File: src/fsfb_pkg.sv
// Constants for the fault status flag bank.
// Assumes a serial command decoder on the same clock delivers frame strobes.
`default_nettype none

package fsfb_pkg;
	// ****************************************
	// Register addresses
	// ****************************************
	localparam logic [6:0] ADDR_THERM = 7'h42;
	localparam logic [6:0] ADDR_DEV   = 7'h43;
	localparam logic [6:0] ADDR_BUS   = 7'h44;
	// ****************************************
	// Clearable masks and reset
	// ****************************************
	localparam logic [7:0] MASK_THERM = 8'h07;
	localparam logic [7:0] MASK_DEV   = 8'hc3;
	localparam logic [7:0] MASK_BUS   = 8'h67;
	localparam logic [7:0] RST_VAL    = 8'h00;
	// ****************************************
	// Field codes
	// ****************************************
	localparam logic [1:0] PREV_CLEARED = 2'h0;
	localparam logic [1:0] PREV_FAIL    = 2'h1;
	localparam logic [1:0] PREV_SLEEP   = 2'h2;
	localparam logic [1:0] WDC_ZERO     = 2'h0;
	localparam logic [1:0] WDC_ONE      = 2'h1;
	localparam logic [1:0] WDC_TWO      = 2'h2;
	localparam logic [2:0] CFG_ZERO     = 3'h0;
	localparam logic [2:0] CFG_TWO      = 3'h2;
	localparam logic [2:0] CFG_FOUR     = 3'h4;
endpackage : fsfb_pkg

`default_nettype wire

File: src/fsfb_bank.sv
// Fault status flag bank: thermal, device history and transceiver fault bytes.
// Assumes monitor events are one-cycle pulses on clk; host frames arrive decoded.
`default_nettype none

module fsfb_bank (
	// Clock and reset (rst_n low = power-on or soft reset)
	input  wire logic       clk,
	input  wire logic       rst_n,
	// Decoded serial frame
	input  wire logic       frame_valid,
	input  wire logic [6:0] frame_addr,
	input  wire logic       frame_clear,
	output logic [7:0]      read_data,
	output logic            read_hit,
	// Thermal monitor events
	input  wire logic       severe_thermal_event,
	input  wire logic       first_thermal_event,
	input  wire logic       prewarning_event,
	// Mode controller events
	input  wire logic       restart_fail_event,
	input  wire logic       stop_to_sleep_event,
	input  wire logic       sleep_no_wake_event,
	input  wire logic       sleep_wake_pending_event,
	input  wire logic       sleep_entry_event,
	input  wire logic       invalid_command_event,
	// Watchdog
	input  wire logic [2:0] config_select,
	input  wire logic       watchdog_failure_counter_event,
	input  wire logic       wd_good_trigger,
	input  wire logic       wd_stopped,
	input  wire logic       wd_stop_by_failure,
	// Transceivers
	input  wire logic       lin_fault_event,
	input  wire logic [1:0] lin_fault_code,
	input  wire logic       can_fault_event,
	input  wire logic [1:0] can_fault_code,
	input  wire logic       can_supply_low_event,
	// Outputs to system
	output logic            fail_output,
	output logic            failsafe_request,
	output logic            restart_request,
	output logic            can_tx_disable
);
	import fsfb_pkg::*;

	logic [2:0] therm_reg, therm_next;
	logic [1:0] prev_state_reg, prev_state_next;
	logic [1:0] wdc_reg, wdc_next;
	logic       frozen_reg, frozen_next;
	logic       cmd_fail_reg, cmd_fail_next;
	logic       failure_reg, failure_next;
	logic [1:0] lin_reg, lin_next;
	logic [1:0] can_reg, can_next;
	logic       can_low_reg, can_low_next;
	logic       failout_reg, failout_next;
	logic       fs_reg, fs_next;
	logic       rs_reg, rs_next;
	logic [7:0] rd_reg, rd_next;
	logic       hit_reg, hit_next;

	logic [7:0] therm_byte, dev_byte, bus_byte;
	logic       clr_therm, clr_dev, clr_bus;
	logic       watchdog_failure_counter_drive;

	// Host clear of one byte
	function automatic logic clr_of(input logic v, input logic c, input logic [6:0] a,
		input logic [6:0] t);
		clr_of = v & c & (a == t);
	endfunction : clr_of

	// ****************************************
	// Read view, reserved bits zero
	// ****************************************
	assign therm_byte = {5'h00, therm_reg} & MASK_THERM;
	assign dev_byte   = {prev_state_reg, 2'h0, wdc_reg, cmd_fail_reg, failure_reg};
	assign bus_byte   = {1'b0, lin_reg, 2'h0, can_reg, can_low_reg} & MASK_BUS;
	assign clr_therm  = clr_of(frame_valid, frame_clear, frame_addr, ADDR_THERM);
	assign clr_dev    = clr_of(frame_valid, frame_clear, frame_addr, ADDR_DEV);
	assign clr_bus    = clr_of(frame_valid, frame_clear, frame_addr, ADDR_BUS);

	// Watchdog failure drives fail output at its count: first in config 2, second otherwise
	assign watchdog_failure_counter_drive = watchdog_failure_counter_event & ((config_select == CFG_TWO) | (wdc_reg != WDC_ZERO));

	// ****************************************
	// Next-state logic
	// ****************************************
	always_comb begin
		// Thermal: set beats clear, hardware never clears
		therm_next = (clr_therm ? 3'h0 : therm_reg)
			| {severe_thermal_event, first_thermal_event, prewarning_event};
		// Previous state, later event wins over clear
		prev_state_next = clr_dev ? PREV_CLEARED : prev_state_reg;
		if (sleep_entry_event | sleep_wake_pending_event)
			prev_state_next = PREV_SLEEP;
		if (restart_fail_event | stop_to_sleep_event | sleep_no_wake_event | severe_thermal_event)
			prev_state_next = PREV_FAIL;
		// Watchdog counter, not host clearable
		wdc_next    = wdc_reg;
		frozen_next = frozen_reg;
		if (wd_good_trigger) begin
			wdc_next    = WDC_ZERO;
			frozen_next = 1'b0;
		end else if (watchdog_failure_counter_event & ~frozen_reg) begin
			if (wdc_reg != WDC_TWO)
				wdc_next = wdc_reg + WDC_ONE;
			if ((config_select == CFG_TWO) | (config_select == CFG_FOUR))
				frozen_next = 1'b1;
		end else if (wd_stopped & ~wd_stop_by_failure) begin
			wdc_next    = WDC_ZERO;
		end
		cmd_fail_next = (cmd_fail_reg & ~clr_dev) | invalid_command_event;
		failout_next  = failout_reg | watchdog_failure_counter_drive | severe_thermal_event;
		failure_next  = (failure_reg & ~clr_dev) | watchdog_failure_counter_drive | severe_thermal_event;
		// Transceiver faults
		lin_next     = lin_fault_event ? lin_fault_code : (clr_bus ? 2'h0 : lin_reg);
		can_next     = can_fault_event ? can_fault_code : (clr_bus ? 2'h0 : can_reg);
		can_low_next = (can_low_reg & ~clr_bus) | can_supply_low_event;
		fs_next      = fs_reg | severe_thermal_event;
		rs_next      = watchdog_failure_counter_event & (config_select == CFG_ZERO) & (wdc_reg == WDC_ZERO);
		// Read returns value before clear
		hit_next = frame_valid & ((frame_addr == ADDR_THERM) | (frame_addr == ADDR_DEV)
			| (frame_addr == ADDR_BUS));
		case (frame_addr)
			ADDR_THERM: rd_next = therm_byte;
			ADDR_DEV:   rd_next = dev_byte;
			ADDR_BUS:   rd_next = bus_byte;
			default:    rd_next = RST_VAL;
		endcase
		if (~frame_valid)
			rd_next = rd_reg;
	end

	// ****************************************
	// Registers
	// ****************************************
	always_ff @(posedge clk) begin
		if (!rst_n) begin
			therm_reg      <= 3'h0;
			prev_state_reg <= PREV_CLEARED;
			wdc_reg        <= WDC_ZERO;
			frozen_reg     <= 1'b0;
			cmd_fail_reg   <= 1'b0;
			failure_reg    <= 1'b0;
			lin_reg        <= 2'h0;
			can_reg        <= 2'h0;
			can_low_reg    <= 1'b0;
			failout_reg    <= 1'b0;
			fs_reg         <= 1'b0;
			rs_reg         <= 1'b0;
			rd_reg         <= RST_VAL;
			hit_reg        <= 1'b0;
		end else begin
			therm_reg      <= therm_next;
			prev_state_reg <= prev_state_next;
			wdc_reg        <= wdc_next;
			frozen_reg     <= frozen_next;
			cmd_fail_reg   <= cmd_fail_next;
			failure_reg    <= failure_next;
			lin_reg        <= lin_next;
			can_reg        <= can_next;
			can_low_reg    <= can_low_next;
			failout_reg    <= failout_next;
			fs_reg         <= fs_next;
			rs_reg         <= rs_next;
			rd_reg         <= rd_next;
			hit_reg        <= hit_next;
		end
	end

	// ****************************************
	// Outputs
	// ****************************************
	assign read_data        = rd_reg;
	assign read_hit         = hit_reg;
	assign fail_output      = failout_reg;
	assign failsafe_request = fs_reg;
	assign restart_request  = rs_reg;
	assign can_tx_disable   = can_low_reg;
endmodule : fsfb_bank

`default_nettype wire

File: config.mk
export PLATFORM = sky130hd
export DESIGN_NAME = fsfb_bank
export DESIGN_NICKNAME = d
export VERILOG_FILES = /design/src/fsfb_pkg.sv /design/src/fsfb_bank.sv
export SDC_FILE = /design/constraint.sdc
export NUM_CORES = 1
export LEC_CHECK = 0
export BUFFER_PORTS_ARGS = -buffer_cell sky130_fd_sc_hd__buf_2
export CORE_MARGIN = 1.5
export CORE_UTILIZATION = 30
export CTS_CLUSTER_SIZE = 8
export DETAILED_ROUTE_END_ITERATION = 6
export PLACE_DENSITY_LB_ADDON = 0.12
export SYNTH_ARGS = -nofsm -noshare
export SYNTH_HDL_FRONTEND = slang
export SYNTH_SLANG_ARGS = --single-unit
File: constraint.sdc
create_clock -name clk -period 2.2 [get_ports clk]
set_clock_uncertainty 0.05 [all_clocks]
set_input_delay 0.11 -clock clk [delete_from_list [all_inputs] [get_ports clk]]
set_output_delay 0.11 -clock clk [all_outputs]
set_load 0.01 [all_outputs]
==> impl_metrics.py <==
metrics = {
    "final_layout": {
        "insertedDiodeCount": 0,
        "synthToLayoutAreaGrowth_pct": 31.94,
        "largest_reg_flops": 7,
        "fin_nets": 213,
        "drive_above_1_share_pct": 30.11,
        "final_common_cell": "buf_2",
        "final_cell_mix": "45 x buf_2, 26 x dfxtp_1, 11 x o21ai_0, 11 x nand2b_1, 10 x nand2_1",
        "fillers": 383,
    },
    "global_route": {
        "grt_usage_pct": 13.12,
        "grt_util_met2_pct": 21.22,
        "top_usage_layer": "met2",
        "grt_pass1_wl_mm": 4.319,
        "antenna_found_initial": 0,
        "grt_pass1_vias": 973,
        "grt-ovfl-total": 0,
        "grt_util_met1_pct": 17.33,
        "grt_max_degree": 24,
        "grt_util_met3_pct": 3.125,
    },
    "logic_synthesis": {
        "syn_area_mm2": 0.001136,
        "synthFlopType": "dfxtp_1",
        "synth.distinct_cells": 34,
        "synthArstFlopShare_pct": 0,
        "ys_ff_latch": 26,
        "postSynthAreaPerCell_um2": 8.807,
        "synth_edf_count": 0,
        "yosysSeqAreaShare_pct": 45.81,
        "synthesis.nets": 165,
        "synth_cells": 129,
        "yosysWarnings": 0,
    },
    "sta": {
        "finalSetupViolCount": 0,
        "rsz0062_at_grt": "false",
        "fin_worst_hold_slack_ns": 0.004216,
        "finalCritPeriodShare_pct": 69.65,
        "worst_pin_slew_ns": 0.5253,
        "fin_crit_ns": 1.532,
        "tns_ns": 0,
        "hold_viol": 0,
        "drv_slew": 0,
        "timing.fmax_mhz": 652.6,
        "max_slew_margin_pct": 64.68,
    },
    "worst_setup_path": {
        "crit_path_start": "wdc_reg[0]",
        "crit_type": "reg -> reg",
        "cp.arrival_ns": 1.70,
        "reg2reg_from": "wdc_reg[0]",
        "ff2ff_setup_slack_ns": 0.67,
        "end_kind": "flip-flop",
        "cp.required_ns": 2.37,
        "cp-start-kind": "flip-flop",
        "crit_fanout": 3,
        "ff2ff_path_depth": 5,
        "r2r-end": "restart_request",
        "cp-endpoint": "restart_request",
    },
    "clock_tree": {
        "cts.sinks": 26,
        "cts_root_buf": "clkbuf_8",
        "clockBufferDepth": 2,
        "worst_setup_hold_path_clk_slew_ns": 0.10,
        "cts_tree": "yes",
        "postCtsSetupRepairBufs": 0,
        "htree_levels": 1,
        "cts_buffers": 3,
        "insertion_delay_ns": 0.27,
    },
    "floorplanning": {
        "die_y_um": 64.54,
        "start_util_pct": 31.03,
        "fp.dieW_um": 64.54,
        "rows": 22,
        "die-area_mm2": 0.004165,
        "core_mm2": 0.003661,
        "ioPinCount": 47,
    },
    "place": {
        "io_buffer_count": 45,
        "gp_congestion": 0.7459,
        "dp.final_hpwl_mm": 1.985,
    },
    "min_path": {
        "hold_path.class": "in -> reg",
        "hp-start": "lin_fault_code[0]",
    },
    "detailed_routing": {
        "wl_per_cell_um": 11.48,
        "ant_nets": 0,
        "wl_mm": 2.572,
        "drtIter0Drc": 32,
        "firstDrtPassIters": 4,
        "via_per_inst": 4.652,
        "drc": 0,
        "dr_total_vias": 1042,
    },
    "pwr": {
        "leakage_nw": 0.6542,
        "ir_drop_v": 0.0002884,
        "p_total_mw": 1.013,
        "powerDensity_mw_per_mm2": 675.5,
    },
    "outcome": {
        "outcome": "completed",
    },
    "run": {
        "max-cap-violations": 0,
    },
}
-- where the power goes --
group / internal, mW / total, mW / switching [mW] / leakage, nW
Sequential: 0.491 / 0.502 / 0.0116 / 0.214
Combinational: 0.0569 / 0.110 / 0.0529 / 0.405
Clock: 0.244 / 0.401 / 0.157 / 0.0357
-- per-layer routing --
metal | vias to the layer above | share of wire, %
li1 | 541 | -
met1 | 472 | 47
met2 | 25 | 47
met3 | 4 | 5.3
met4 | 0 | 1.1
met5 | - | 0
-- worst min-delay path by stage --
stage,to,slack (ns),cells past startpoint
6_report,lin_reg[0],0.004,3
5_1_grt,therm_reg[0],0.009,3
4_1_cts,lin_reg[0],0.004,3
3_5_place_dp,restart_request,0.26,2
3_3_place_gp,restart_request,0.26,2
2_1_floorplan,restart_request,0.14,1
-- cells in the mapped netlist (3+ instances only) --
cell type	number	area, um2
nor2b_1	4	25.02
dfxtp_1	26	520.5
o21ai_0	11	55.05
a21boi_0	3	22.52
nor3_1	5	25.02
nor2_1	4	15.01
a21oi_1	9	45.04
nand2_1	10	37.54
nand2b_1	11	68.82
nand3_1	9	45.04
inv_1	6	22.52
mux2i_1	3	30.03
clkbuf_1	4	15.01
-- kinds of logic (layout without fill, tap and decap cells) --
group	after synthesis	after routing	share of synthesized area, %
simple gates	50	50	24.45
fa+ha+maj	2	2	2.202
flops	26	26	45.82
compound gates	34	34	18.83
buf+inv	12	59	4.956
mux	3	3	2.643
other cells	1	1	0.3301
xor+xnor	1	1	0.7711
-- critical path: stages, from the launching register on --
cell and delay, ns:
dfxtp_1 0.34, inv_1 0.09, ha_1 0.20, nand4_1 0.10, nor3_1 0.14, dlygate4sd3_1 0.56
-- final cells by class --
type                       instances  area (um2)  area share (%)
clock buffer                       3       41.29           2.755
clock inverter                     1       30.03           2.003
inverter                           6       22.52           1.503
multi-input combinational         91       559.3           37.31
sequential                        26       520.5           34.72
tap                               48       60.06           4.007
timing repair buffer              49       265.3           17.70
-- stage by stage --
step	worst slack (ns)	instance area, um2	util (%)	std cells
6_report	0.6677	1499	40.94	224
5_1_grt	0.5496	1499	40.94	224
2_1_floorplan	0.5619	1136	-	129
3_5_place_dp	0.4603	1388	37.90	216
3_3_place_gp	0.4920	1388	37.90	216
4_1_cts	0.6539	1499	40.94	224
-- what timing repair did --
| action | in CTS | in global routing |
|---|---|---|
| hold endpoints to repair | 3 | 0 |
| gates resized for setup | 0 | 0 |
| hold buffers | 4 | 0 |
Power figures use the tool's default switching activity.
